**src/ebc_pkg.sv**
```systemverilog
// shared constants and types for the external bus controller
package ebc_pkg;

  localparam int unsigned NWIN = 5;
  localparam int unsigned ADDR_W = 24;

  // register byte offsets
  localparam logic [7:0] OFS_GCR  = 8'h00;
  localparam logic [7:0] OFS_STAT = 8'h04;
  localparam logic [7:0] OFS_TCFG = 8'h10;
  localparam logic [7:0] OFS_FCFG = 8'h30;
  localparam logic [7:0] OFS_ASEL = 8'h50;

  // global configuration fields
  localparam int GCR_EXT = 0;
  localparam int GCR_AW  = 4;
  localparam logic [4:0] AW_MAX = 5'd24;

  // window timing fields, each phase lasts field+1 reference clocks
  localparam int T_AB     = 0;
  localparam int T_C      = 2;
  localparam int T_D      = 4;
  localparam int T_E      = 5;
  localparam int T_F      = 10;
  localparam int T_RDYEN  = 12;
  localparam int T_RDYPOL = 13;
  localparam logic [15:0] TCFG_RST = 16'h0fff;

  // window function fields
  localparam int F_EN    = 0;
  localparam int F_BUS16 = 1;
  localparam int F_MUX   = 2;
  localparam int F_INT   = 3;
  localparam int F_CSEN  = 4;
  localparam logic [7:0] FCFG0_RST = 8'h13;

  // window address select fields
  localparam int A_SIZE = 0;
  localparam int A_BASE = 4;

  // timing: reference clock is the system clock divided by two
  localparam int unsigned CLK_NS = 4;
  localparam int unsigned REF_NS = 8;

  typedef enum logic [2:0] {
    PH_IDLE = 3'b000,
    PH_AB   = 3'b001,
    PH_C    = 3'b010,
    PH_D    = 3'b011,
    PH_E    = 3'b100,
    PH_F    = 3'b101
  } ebc_phase_t;

  typedef struct packed {
    logic        valid;
    logic        write;
    logic        word;
    logic [23:0] addr;
    logic [15:0] wdata;
  } ebc_req_t;

  typedef struct packed {
    logic        ref_clk;
    logic        ale;
    logic        rd_n;
    logic        wr_n;
    logic        bhe_n;
    logic [4:0]  cs_n;
    logic [23:0] addr;
    logic [23:0] addr_oe;
    logic [15:0] ad_o;
    logic [15:0] ad_oe;
  } ebc_pins_t;

  localparam ebc_pins_t PINS_RST = '{ref_clk: 1'b0, ale: 1'b0, rd_n: 1'b1, wr_n: 1'b1,
                                     bhe_n: 1'b1, cs_n: 5'h1f, addr: 24'h0,
                                     addr_oe: 24'h0, ad_o: 16'h0, ad_oe: 16'h0};

  typedef struct packed {
    logic        req;
    logic        write;
    logic        word;
    logic [23:0] addr;
    logic [15:0] wdata;
  } ebc_ipb_t;

  typedef struct packed {
    logic        psel;
    logic        penable;
    logic        pwrite;
    logic [7:0]  paddr;
    logic [31:0] pwdata;
  } ebc_apb_req_t;

  typedef struct packed {
    logic        pready;
    logic        pslverr;
    logic [31:0] prdata;
  } ebc_apb_rsp_t;

endpackage : ebc_pkg

```
**src/ebc_win_dec.sv**
```systemverilog
// address window decoder with fixed priority
module ebc_win_dec (
  // access address
  input  wire logic [23:0]      addr,
  // window selects and enables, index 0 is window one
  input  wire logic [3:0][15:0] asel,
  input  wire logic [3:0]       en,
  // per window hits and the chosen window
  output logic      [3:0]       hits,
  output logic      [2:0]       win
);
  import ebc_pkg::*;

  function automatic logic win_hit(input logic [23:0] a, input logic [15:0] s);
    logic [11:0] mask;
    mask = 12'hfff << s[A_SIZE +: 4];
    win_hit = ((a[23:12] ^ s[A_BASE +: 12]) & mask) == 12'h000;
  endfunction : win_hit

  always_comb begin
    for (int i = 0; i < 4; i++) begin
      hits[i] = en[i] && win_hit(addr, asel[i]);
    end
    // four beats three, two beats one; upper pair ranks above lower pair
    if (hits[3]) win = 3'd4;
    else if (hits[2]) win = 3'd3;
    else if (hits[1]) win = 3'd2;
    else if (hits[0]) win = 3'd1;
    else win = 3'd0;
  end

endmodule : ebc_win_dec

```
**src/ebc_ctrl.sv**
```systemverilog
// external bus controller: apb registers, window select and bus cycle sequencer
//
// The address map and the APB interface to the registers were decided locally.

// Notes on behaviour
// single-chip setting or external bus setting chosen by a global bit.
// external address width programmable from zero to twenty-four bits.
// each window selects an eight or sixteen bit data bus.
// each window selects multiplexed or demultiplexed cycles.
// demultiplexed cycles drive low address bits on separate address lines.
// unused upper address lines are released, limiting reachable space.
// timing and function registers set each window's cycle shape.
// ready input stretches accesses; its active level is programmable.
// four address windows with their own settings, plus a default.
// window four beats three, window two beats one.
// accesses outside every window use the default window zero.
// the active window, default included, may drive its chip select.
// all bus outputs change with the reference clock rising edge.
// width and multiplexing switch per access with the chosen window.
// internal peripheral bus accesses run the same phase sequence.
// any address, reserved or not, becomes an ordinary bus cycle.
// every address may be accessed as a byte or a 16-bit word.
// each cycle runs five phases with programmed lengths.
// only the access phase may be stretched by ready.
// ready sampled on reference rising edges; access ends after active level.
// single-chip setting drives no external cycle and releases the lines.
module ebc_ctrl (
  // clock and reset
  input  wire logic          CLK,
  input  wire logic          SYS_RST,
  // register bus
  input  wire ebc_pkg::ebc_apb_req_t APB_REQ,
  output ebc_pkg::ebc_apb_rsp_t      APB_RSP,
  // core access port
  input  wire ebc_pkg::ebc_req_t     CORE_REQ,
  output logic               CORE_DONE,
  output logic [15:0]        CORE_RDATA,
  // external bus pins
  output ebc_pkg::ebc_pins_t         BUS_PINS,
  input  wire logic [15:0]   AD_LINES,
  input  wire logic          READY_PIN,
  // internal peripheral bus
  output ebc_pkg::ebc_ipb_t          IPB_CMD,
  input  wire logic [15:0]   IPB_RDATA,
  input  wire logic          IPB_READY
);
  import ebc_pkg::*;

  typedef struct packed {
    logic                  ext;
    logic [4:0]            aw;
    logic [NWIN-1:0][15:0] tcfg;
    logic [NWIN-1:0][7:0]  fcfg;
    logic [3:0][15:0]      asel;
    ebc_phase_t            ph;
    logic [4:0]            cnt;
    logic [2:0]            win;
    ebc_req_t              cur;
    logic                  second;
    logic [15:0]           rbuf;
    logic                  rdy_s1;
    logic                  rdy_s2;
    logic [15:0]           ad_s1;
    logic [15:0]           ad_s2;
    ebc_pins_t             pins;
    ebc_ipb_t              ipb;
    ebc_apb_rsp_t          apb;
    logic                  done;
    logic [15:0]           rdata;
  } ebc_st_t;

  ebc_st_t     q;
  ebc_st_t     d;
  logic [3:0]  dec_hits;
  logic [2:0]  dec_win;
  logic        tick;
  logic [15:0] tc;
  logic [7:0]  fc;
  logic [7:0]  fn;
  logic        fint;
  logic        rdy_ok;
  logic [15:0] src;
  logic [15:0] dat;
  logic [23:0] baddr;
  logic        cmd;
  logic        reg_hit;
  logic [31:0] rd_val;

  function automatic logic [7:0] ebc_ofs(input logic [7:0] base, input int i);
    ebc_ofs = base + 8'(4 * i);
  endfunction : ebc_ofs

  function automatic logic [23:0] ebc_amask(input logic [4:0] aw);
    ebc_amask = ~(24'hff_ffff << aw);
  endfunction : ebc_amask

  function automatic logic [4:0] ebc_plen(input ebc_phase_t p, input logic [15:0] t);
    case (p)
      PH_AB:   ebc_plen = {3'b000, t[T_AB +: 2]};
      PH_C:    ebc_plen = {3'b000, t[T_C +: 2]};
      PH_D:    ebc_plen = {4'b0000, t[T_D]};
      PH_E:    ebc_plen = t[T_E +: 5];
      PH_F:    ebc_plen = {3'b000, t[T_F +: 2]};
      default: ebc_plen = 5'd0;
    endcase
  endfunction : ebc_plen

  ebc_win_dec u_dec (
    .addr (CORE_REQ.addr),
    .asel (q.asel),
    .en   ({q.fcfg[4][F_EN], q.fcfg[3][F_EN], q.fcfg[2][F_EN], q.fcfg[1][F_EN]}),
    .hits (dec_hits),
    .win  (dec_win)
  );

  always_comb begin
    d = q;
    d.done = 1'b0;
    // pin inputs pass two flops before use
    d.rdy_s1 = READY_PIN;
    d.rdy_s2 = q.rdy_s1;
    d.ad_s1 = AD_LINES;
    d.ad_s2 = q.ad_s1;

    // register read mux, unmapped reads answer zero with an error
    reg_hit = 1'b0;
    rd_val = 32'h0;
    if (APB_REQ.paddr == OFS_GCR) begin
      reg_hit = 1'b1;
      rd_val[GCR_EXT] = q.ext;
      rd_val[GCR_AW +: 5] = q.aw;
    end
    if (APB_REQ.paddr == OFS_STAT) begin
      reg_hit = 1'b1;
      rd_val[2:0] = q.ph;
      rd_val[6:4] = q.win;
      rd_val[8] = q.second;
      rd_val[9] = q.rdy_s2;
    end
    for (int i = 0; i < NWIN; i++) begin
      if (APB_REQ.paddr == ebc_ofs(OFS_TCFG, i)) begin
        reg_hit = 1'b1;
        rd_val[15:0] = q.tcfg[i];
      end
      if (APB_REQ.paddr == ebc_ofs(OFS_FCFG, i)) begin
        reg_hit = 1'b1;
        rd_val[7:0] = q.fcfg[i];
      end
    end
    for (int i = 0; i < 4; i++) begin
      if (APB_REQ.paddr == ebc_ofs(OFS_ASEL, i)) begin
        reg_hit = 1'b1;
        rd_val[15:0] = q.asel[i];
      end
    end

    // one wait state: answer is prepared in the first access cycle
    d.apb.pready = 1'b0;
    if (APB_REQ.psel && APB_REQ.penable && !q.apb.pready) begin
      d.apb.pready = 1'b1;
      d.apb.pslverr = !reg_hit;
      d.apb.prdata = rd_val;
    end
    if (APB_REQ.psel && APB_REQ.penable && q.apb.pready && APB_REQ.pwrite) begin
      if (APB_REQ.paddr == OFS_GCR) begin
        d.ext = APB_REQ.pwdata[GCR_EXT];
        d.aw = (APB_REQ.pwdata[GCR_AW +: 5] > AW_MAX) ? AW_MAX
                                                      : APB_REQ.pwdata[GCR_AW +: 5];
      end
      for (int i = 0; i < NWIN; i++) begin
        if (APB_REQ.paddr == ebc_ofs(OFS_TCFG, i)) d.tcfg[i] = APB_REQ.pwdata[15:0];
        if (APB_REQ.paddr == ebc_ofs(OFS_FCFG, i)) d.fcfg[i] = APB_REQ.pwdata[7:0];
      end
      for (int i = 0; i < 4; i++) begin
        if (APB_REQ.paddr == ebc_ofs(OFS_ASEL, i)) d.asel[i] = APB_REQ.pwdata[15:0];
      end
    end

    // reference clock and the sequencer step on its rising edge
    d.pins.ref_clk = !q.pins.ref_clk;
    tick = !q.pins.ref_clk;
    tc = q.tcfg[q.win];
    fc = q.fcfg[q.win];
    fint = fc[F_INT];
    rdy_ok = !tc[T_RDYEN] || (fint ? IPB_READY : (q.rdy_s2 == tc[T_RDYPOL]));
    src = fint ? IPB_RDATA : q.ad_s2;
    if (tick) begin
      case (q.ph)
        PH_IDLE: begin
          // done is never high on a tick, so this guard never blocks a request
          if (CORE_REQ.valid && !q.done) begin
            d.cur = CORE_REQ;
            d.win = dec_win;
            d.second = 1'b0;
            d.rbuf = 16'h0;
            if (!q.ext && !q.fcfg[dec_win][F_INT]) begin
              d.done = 1'b1;
              d.rdata = 16'h0;
            end else begin
              d.ph = PH_AB;
              d.cnt = ebc_plen(PH_AB, q.tcfg[dec_win]);
            end
          end
        end
        default: begin
          if (q.cnt != 5'd0) begin
            d.cnt = q.cnt - 5'd1;
          end else begin
            case (q.ph)
              PH_AB: d.ph = PH_C;
              PH_C:  d.ph = PH_D;
              PH_D:  d.ph = PH_E;
              PH_E: begin
                if (rdy_ok) begin
                  d.ph = PH_F;
                  if (!fc[F_BUS16] && !fint) begin
                    if (q.second) d.rbuf[15:8] = src[7:0];
                    else d.rbuf[7:0] = src[7:0];
                  end else if (q.cur.word) begin
                    d.rbuf = src;
                  end else begin
                    d.rbuf[7:0] = q.cur.addr[0] ? src[15:8] : src[7:0];
                  end
                end
              end
              PH_F: begin
                // a word on an eight bit bus takes a second cycle at addr+1
                if (q.cur.word && !fc[F_BUS16] && !fint && !q.second) begin
                  d.second = 1'b1;
                  d.ph = PH_AB;
                end else begin
                  d.ph = PH_IDLE;
                  d.done = 1'b1;
                  d.rdata = d.rbuf;
                end
              end
              default: d.ph = PH_IDLE;
            endcase
            if (d.ph != q.ph) d.cnt = ebc_plen(d.ph, tc);
          end
        end
      endcase
    end

    // pin drive follows the next phase so pins and state stay aligned
    fn = q.fcfg[d.win];
    baddr = d.cur.addr + {23'h0, d.second};
    cmd = (d.ph == PH_D) || (d.ph == PH_E);
    if (fn[F_BUS16]) dat = d.cur.word ? d.cur.wdata : {2{d.cur.wdata[7:0]}};
    else dat = {8'h00, d.second ? d.cur.wdata[15:8] : d.cur.wdata[7:0]};
    d.pins.ale = PINS_RST.ale;
    d.pins.rd_n = PINS_RST.rd_n;
    d.pins.wr_n = PINS_RST.wr_n;
    d.pins.bhe_n = PINS_RST.bhe_n;
    d.pins.cs_n = PINS_RST.cs_n;
    d.pins.addr = PINS_RST.addr;
    d.pins.addr_oe = PINS_RST.addr_oe;
    d.pins.ad_o = PINS_RST.ad_o;
    d.pins.ad_oe = PINS_RST.ad_oe;
    if (d.ph != PH_IDLE && !fn[F_INT]) begin
      d.pins.cs_n[d.win] = !fn[F_CSEN];
      d.pins.ale = (d.ph == PH_AB);
      d.pins.addr = baddr & ebc_amask(q.aw);
      d.pins.addr_oe = fn[F_MUX] ? (ebc_amask(q.aw) & 24'hff_0000)
                                 : ebc_amask(q.aw);
      d.pins.bhe_n = !(fn[F_BUS16] && (d.cur.word || baddr[0]));
      d.pins.rd_n = !(cmd && !d.cur.write);
      d.pins.wr_n = !(cmd && d.cur.write);
      if (fn[F_MUX] && d.ph == PH_AB) begin
        d.pins.ad_o = baddr[15:0];
        d.pins.ad_oe = 16'hffff;
      end else if (d.cur.write && d.ph != PH_AB) begin
        d.pins.ad_o = dat;
        d.pins.ad_oe = fn[F_BUS16] ? 16'hffff : 16'h00ff;
      end
    end
    d.ipb.req = (d.ph != PH_IDLE) && fn[F_INT] && cmd;
    d.ipb.write = d.cur.write;
    d.ipb.word = d.cur.word;
    d.ipb.addr = d.cur.addr;
    d.ipb.wdata = d.cur.wdata;
  end

  always_ff @(posedge CLK) begin
    if (SYS_RST) begin
      q <= '0;
      q.pins <= PINS_RST;
      q.tcfg <= {NWIN{TCFG_RST}};
      q.fcfg[0] <= FCFG0_RST;
    end else begin
      q <= d;
    end
  end

  assign APB_RSP = q.apb;
  assign CORE_DONE = q.done;
  assign CORE_RDATA = q.rdata;
  assign BUS_PINS = q.pins;
  assign IPB_CMD = q.ipb;
endmodule : ebc_ctrl

```
**config.mk**
```make
export PLATFORM = sky130hd
export DESIGN_NAME = ebc_ctrl
export DESIGN_NICKNAME = d
export VERILOG_FILES = /design/src/ebc_pkg.sv /design/src/ebc_win_dec.sv /design/src/ebc_ctrl.sv
export SDC_FILE = /design/constraint.sdc
export NUM_CORES = 1
export LEC_CHECK = 0
export BUFFER_PORTS_ARGS = -buffer_cell sky130_fd_sc_hd__buf_2
export CORE_MARGIN = 10
export CORE_UTILIZATION = 55
export CTS_BUF_LIST = sky130_fd_sc_hd__clkbuf_16
export DETAILED_ROUTE_END_ITERATION = 7
export PLACE_DENSITY_LB_ADDON = 0.25
export SLEW_MARGIN = 40
export SYNTH_ARGS = -nofsm -noshare
export SYNTH_HDL_FRONTEND = slang
export SYNTH_SLANG_ARGS = --single-unit
```
**constraint.sdc**
```tcl
create_clock -name CLK -period 6 [get_ports CLK]
set_input_delay 0.9 -clock CLK [delete_from_list [all_inputs] [get_ports CLK]]
set_output_delay 0.9 -clock CLK [all_outputs]
set_load 0.01 [all_outputs]
```
==> summary.md, run 1 <==
| Metric | Value |
|---|---|
| Status | `complete, but fails checks` |
| Failing checks | `design-rule violations` |
| Nets | `2,727` |
| Seq/Total Area, Yosys | `39.4%` |
| VDD IR max | `229 uV` |
| Die area | `around 46,000 um2` |
| Root Buffer | `clkbuf_16` |
| Worst Tran Pin Value | `between 0.9 and 1 ns` |
| Core ar. | `36,800 um2` |
| Avg Vias per Cell | `about 6.2` |
| Count of state elements after synthesis | `roughly 400` |
| Antenna violations before repair | `0` |
| Ranking of synthesized cells by area | `dfxtp_1 39%, nand2_1 9.8%, buf_4 6.8%` |
| Width of the die | `about 210 um` |
| Global-route wire length before repair | `roughly 110 mm` |
| CTS H-tree lvls | `2` |
| WL/cell | `about 25 um` |
| I/O Buffers | `around 270` |
| RR Endpoint | `BUS_PINS[72]$_SDFF_PP0_` |
| Endpoints failing setup | `0` |
| Cts hold-fix bufs | `0` |
| Mapped Area | `~21,000 um2` |
| # IOs | `306` |
| Max stage delay on crit path | `between 0.6 and 0.7 ns` |
| Clock transition at the registers of the reported paths | `approximately 0.07 ns` |
| Area leader, netlist | `dfxtp_1` |
| Synth Warn # | `0` |
| Data arrival, critical path | `5.53 ns` |
| Syn_area_per_cell | `7.96 um2` |
| CTS tree | `built` |
| Static Leakage | `just under 9 nW` |
| Gr usage total | `between 30 and 40%` |
| Worst EP required | `roughly 6.5 ns` |
| Worst skew pair latency | `around 0.58 ns` |
| Commonest non-fill, non-tap cell in the layout | `nand2_1` |
| R2R setup slack | `just over 0.9 ns` |
| Initial Util | `a little under three fifths` |
| Crit Path Category | `reg -> reg` |
| Final period utilization | `between 80% and 90%` |
| Fin cells | `about 3,100` |
| Placed insts | `roughly 3,000` |
| Crit-path cells | `mux4_2 > o21a_1 > nand2b_1 > inv_1 > a32oi_1 > clkbuf_2 > inv_1 > ha_1 > ha_1 > o21ai_0 > nand2b_1 > a21oi_1 > nand3_1 > nor2_1 > xor2_1 > nor2_1 > a2111oi_2` |
| Critical Path Start | `q[278]$_SDFF_PP0_` |
| Area growth syn-to-layout | `8.27%` |
| Layout cell share with drive strength beyond 1 | `between 10% and 20%` |
| CP endpoint kind | `register` |
| Pins Over Slew Limit | `0` |
| DP Wirelength | `55.6 mm` |
| Final hold violations | `0` |
| Crit-path slowest cell | `mux4_2` |
| Detail Route Antenna Nets | `0` |
| CP max FO | `13` |
| Worst r2r path cells | `17` |
| Yosys top cell area share | `between 30 and 40%` |
| FP Rows | `70` |
| Worst r2r src | `q[278]$_SDFF_PP0_` |
| Synth Instances | `between 2,000 and 3,000` |
| CTS max path bufs | `3` |
| Post-Route WL | `~77 mm` |
| Placer Congestion | `0.982` |
| Critical Path End | `BUS_PINS[72]$_SDFF_PP0_` |
| Vias | `just under 20,000` |
| Vias in the first global route | `~18,000` |
| Initial DRC count | `roughly 2,000` |
| EDFF count, synth | `0` |
| Num CTS Buffers | `43` |
| RSZ-0062 raised after global routing | `no` |
| Fmax | `about 200 MHz` |
| Startpoint types | `register` |
| Clock sink total | `406` |
| Final Power | `around 6.2 mW` |
| Fin Hold WS | `0.432 ns` |
| Skew final | `about 0.021 ns` |
| Unique cell type count in the Yosys netlist | `85` |
| Async SR Flop Fraction | `0%` |
| Most frequent cells in the layout | `535 x nand2_1, 406 x dfxtp_1, 273 x buf_2` |
| Post-CTS Resized | `0` |
| TNS Setup | `0 ns` |
| Max_slew headroom | `approximately two fifths` |
| Power per cell area | `between 200 and 300 nW/um2` |
| Largest net degree at the start of global routing | `100` |
| 1st-pass router iterations | `8` |
| Top FF cell, synth | `dfxtp_1` |
| Postcts setup bufs | `0` |
| Die height | `between 200 and 250 um` |
| Max-cap violation count | `0` |
| DR DRC count | `4` |
| Aggregate global routing overflow | `0` |
| Worst Hold Class | `reg -> reg` |
| Post-route minimum period | `5.07 ns` |
==> layer usage <==
metal	track usage, %	vias to the layer above	part of all wire [%]
li1	-	8782	-
met1	38.7	9083	37
met2	52.2	1186	46
met3	6.72	294	10
met4	20.6	0	6.8
met5	0	-	0
==> kinds of logic (layout without fill, tap and decap cells) <==
| kind of cell | after synthesis | count (layout) | share of synthesized area [%] |
|---|---|---|---|
| adders and majority gates | 3 | 3 | 0.182 |
| xor gates and xnor gates | 74 | 74 | 3.14 |
| and+or+nand+nor | 1058 | 1058 | 22.6 |
| other | 1 | 17 | 0.0182 |
| DFF | 406 | 406 | 39.4 |
| buffers and inverters | 391 | 422 | 10.9 |
| AOI/OAI and AO/OA | 539 | 539 | 16.6 |
| muxes | 117 | 117 | 7.17 |
==> critical path: cells and delay by family, from the launching register on <==
family	cells	cell delay, ns
XOR/XNOR	1	0.17
adder cells (fa/ha/maj)	2	0.53
AND/OR/NAND/NOR	5	1.20
multiplexers	1	0.63
flip-flops	1	0.62
AO/OA/AOI/OAI	5	1.20
buffers and inverters	3	0.60
==> state kept, by name (all words and copies together), names as in the netlist <==
name	flops
CORE_DONE	1
CORE_RDATA	16
IPB_CMD	43
d	17
q	235
BUS_PINS	76
APB_RSP	18
==> how the worst min path moves through the flow <==
| stage | from | cells past startpoint | slack [ns] | to |
|---|---|---|---|---|
| 2_1_floorplan | q[365]$_SDFFE_PP0P_ | 1 | 0.38 | BUS_PINS[81]$_SDFF_PP1_ |
| 3_3_place_gp | d[192]$_SDFF_PP0_ | 1 | 0.42 | q[192]$_SDFF_PP0_ |
| 3_5_place_dp | d[195]$_SDFF_PP0_ | 1 | 0.42 | q[195]$_SDFF_PP0_ |
| 4_1_cts | d[195]$_SDFF_PP0_ | 1 | 0.44 | q[195]$_SDFF_PP0_ |
| 5_1_grt | d[195]$_SDFF_PP0_ | 1 | 0.46 | q[195]$_SDFF_PP0_ |
| 6_report | d[185]$_SDFF_PP0_ | 1 | 0.43 | q[185]$_SDFF_PP0_ |
==> cell type report <==
type                    instances  area, um2
repair buffers                316       1700
well taps                     468        586
diodes                          1       2.50
clock inverters                33        300
clock buffers                  45       1130
multi-input cells            1807      10400
fillers                      3379      14500
flip-flops and latches        406       8130
inverters                      28        105
==> synth_stat cells, types with 20 or more instances <==
cell type,n
nand2_1,538
dfxtp_1,406
a21oi_1,252
buf_4,186
nor2_1,178
clkbuf_1,133
nand3_1,132
mux2i_1,78
o21ai_0,68
nor3_1,53
nor2b_1,44
xor2_1,41
a22oi_1,39
xnor2_1,33
buf_2,26
inv_1,26
a211oi_1,23
mux4_2,23
and2_1,20
==> per-stage QoR <==
stage	instance area (um2)	worst slack, ns	util, %
final	22300	0.933	60.7
after global routing	22300	0.598	60.7
after global placement	20800	1.06	56.6
after detailed placement	20900	1.02	56.7
after floorplan	20700	1.22	-
after CTS	22300	0.965	60.6
==> report_power, final <==
part / leakage [nW] / internal [mW] / switching (mW)
Clock: 0.699 / 1.58 / 1.15
Combinational: 4.91 / 0.228 / 0.501
Sequential: 3.29 / 2.75 / 0.0490
Total: 8.89 / 4.55 / 1.70
No activity file was read; power rests on OpenSTA's default activity.
==> run 2: changes to the inputs <==
==> constraint.sdc (replaced) <==
create_clock -name CLK -period 5.3 [get_ports CLK]
set_input_delay 0.795 -clock CLK [delete_from_list [all_inputs] [get_ports CLK]]
set_output_delay 0.795 -clock CLK [all_outputs]
set_load 0.01 [all_outputs]
==> run 2 against run 1 <==
  * The flow now finishes without violations
  * Power grew 15%
  * Count of clock-buffer cells in the layout increased by 2
  * Wire length about the same
  * Critical endpoint unchanged
==> summary.md, run 2 (synthesized netlist as in run 1, its figures left out) <==
| Metric | Value |
|---|---|
| CTS H-tree lvls | `2 (unchanged)` |
| Gr usage total | `32.3% (about the same)` |
| CP endpoint kind | `register` |
| CP dominant cell by count | `ha_1` |
| Vias | `19,500 (+0.58%)` |
| Status | `finished, final reports clean` |
| Worst EP required | `5.78 ns (-0.69 ns)` |
| Postcts setup bufs | `0 (unchanged)` |
| FP Rows | `70 (unchanged)` |
| Die area | `45,600 um2 (unchanged)` |
| Num CTS Buffers | `45 (+4.7%)` |
| Cts hold-fix bufs | `0 (unchanged)` |
| Vias in the first global route | `18,100 (-1.3%)` |
| Startpoint types | `register` |
| Crit-path cells | `inv_1 > ha_1 > nand2b_1 > or3_1 > nor4_1 > a32oi_1 > buf_4 > inv_1 > ha_1 > ha_1 > o21ai_0 > nand2b_1 > a21oi_1 > nand3_1 > nor2_1 > xor2_1 > nor2_1 > a2111oi_2` |
| Antenna violations before repair | `4 (+4)` |
| Detail Route Antenna Nets | `0 (unchanged)` |
| Final hold violations | `0 (unchanged)` |
| TNS Setup | `0 ns (unchanged)` |
| Comb pwr share | `11.6% (about the same)` |
| # IOs | `306 (unchanged)` |
| Fillers | `3,339 (-1.2%)` |
| Clock sink total | `406 (unchanged)` |
| Crit Path Category | `reg -> reg` |
| CTS max path bufs | `3 (unchanged)` |
| Nets | `2,743 (+0.59%)` |
| Avg Vias per Cell | `6.23 (about the same)` |
| Initial Util | `56.0% (unchanged)` |
| DR DRC count | `0 (-4)` |
| Aggregate global routing overflow | `0 (unchanged)` |
| Skew final | `0.0172 ns (-0.00342 ns)` |
| Sw Share | `26.8% (-0.37 points)` |
| Endpoints failing setup | `0 (unchanged)` |
| Most frequent cells in the layout | `536 x nand2_1, 406 x dfxtp_1, 273 x buf_2` |
| Hold Path Stages | `2 (+1)` |
| Worst r2r src | `q[281]$_SDFFE_PP0P_` |
| Switching pwr | `1.93 mW (+14%)` |
| DP Wirelength | `56.1 mm (+0.85%)` |
| Max stage delay on crit path | `0.59 ns (-0.04 ns)` |
| Crit-path slowest cell | `or3_1` |
| Top reg by flops | `q` |
| DP Area | `21,000 um2 (+0.50%)` |
| Clock transition at the registers of the reported paths | `0.06 ns (about the same)` |
| Root Buffer | `clkbuf_16` |
| Largest net degree at the start of global routing | `130 (+30%)` |
| Post-route cell area | `22,500 um2 (+0.74%)` |
| RSZ-0062 raised after global routing | `no` |
| Worst Hold Class | `in -> reg` |
| Max_slew headroom | `41.4% (+1.9 points)` |
| Clock group share of total power | `44.5% (+0.9 points)` |
| Worst r2r path cells | `18 (+1)` |
| Width of the die | `214 um (unchanged)` |
| Area growth syn-to-layout | `9.07%` |
| Data arrival, critical path | `5.05 ns (-0.48 ns)` |
| Fin Hold WS | `0.417 ns (-0.0158 ns)` |
| Core ar. | `36,800 um2 (unchanged)` |
| Power per cell area | `320 nW/um2 (+14%)` |
| Die height | `214 um (unchanged)` |
| Initial DRC count | `2,361 (+16%)` |
| Max-cap violation count | `0 (unchanged)` |
| Placer Congestion | `0.981 (-0.12%)` |
| Worst skew pair latency | `0.59 ns (about the same)` |
| Worst Tran Pin Value | `0.857 ns (-0.0505 ns)` |
| Fmax | `219 MHz (+11%)` |
| CTS tree | `built` |
| Global-route wire length before repair | `113 mm (+0.31%)` |
| CP max FO | `17 (+4)` |
| Post-Route WL | `76.5 mm (about the same)` |
| Commonest non-fill, non-tap cell in the layout | `nand2_1` |
| Sequential standard cell area | `8130 um2 (unchanged)` |
| Cell internal pwr | `5.27 mW (+16%)` |
| WL/cell | `24.5 um (-0.71%)` |
| Final period utilization | `86.2% (+1.7 points)` |
| VDD IR max | `285 uV (+25%)` |
| Area occupied by multi-input gates | `10,400 um2 (-0.18%)` |
| 1st-pass router iterations | `7 (-1)` |
| Layout cell share with drive strength beyond 1 | `17.9% (+0.17 points)` |
| Pins Over Slew Limit | `0 (unchanged)` |
| Worst hold start | `AD_LINES[15]` |
| I/O Buffers | `273 (unchanged)` |
| Number of flip-flops under the largest register name | `235 (unchanged)` |
| Seq pwr share | `44.0% (-0.7 points)` |
| Post-route minimum period | `4.57 ns (-0.499 ns)` |
| Final Power | `7.19 mW (+15%)` |
| Post-CTS Resized | `0 (unchanged)` |
| Critical Path Start | `q[281]$_SDFFE_PP0P_` |
| Static Leakage | `9.03 nW (+1.6%)` |
==> run 2: power by group through the flow <==
stage	registers, mW	logic [mW]	clock network, mW
final	3.16	0.832	3.20
after global routing	3.17	0.883	3.36
after CTS	3.16	0.817	3.22
after detailed placement	3.23	0.813	0
after global placement	3.23	0.804	0
after floorplan	3.20	0.578	0
==> run 2: layout make-up <==
class                      instances  area share, %
multi-input combinational       1807           46.1
sequential                       406           36.1
timing repair buffer             330           8.03
clock buffer                      47           5.23
tap                              468           2.60
clock inverter                    36           1.44
inverter                          28          0.467
antenna                            2         0.0223
==> run 2: metrics by stage <==
stage	setup WS (ns)	instances	utilization [%]
2_1_floorplan	0.625	2604	-
3_3_place_gp	0.788	3037	56.9
3_5_place_dp	0.742	3039	57.0
4_1_cts	0.792	3122	61.1
5_1_grt	0.339	3122	61.1
6_report	0.732	3124	61.1
==> run 2: final timing paths <==
check,end,slack [ns]
worst max-delay path,BUS_PINS[72]$_SDFF_PP0_,0.73
worst min-delay path,d[199]$_SDFF_PP0_,0.42
worst max register to register,BUS_PINS[72]$_SDFF_PP0_,0.73
worst min register to register,q[190]$_SDFF_PP0_,0.43
==> run 2: metal layers <==
layer	wire, um	GRT usage [%]	vias to the layer above
li1	-	-	8829
met1	29000	39.9	9156
met2	35200	52.4	1221
met3	7760	5.61	246
met4	4400	18.6	6
met5	48	0	-
==> run 2: critical path, delay by kind of cell, from the launching register on <==
kind / cells / cell delay (ns)
DFF: 1 / 0.33
buffers and inverters: 3 / 0.41
AOI/OAI and AO/OA: 4 / 0.92
xor gates and xnor gates: 1 / 0.16
and+or+nand+nor: 7 / 1.95
adders and majority gates: 3 / 0.71
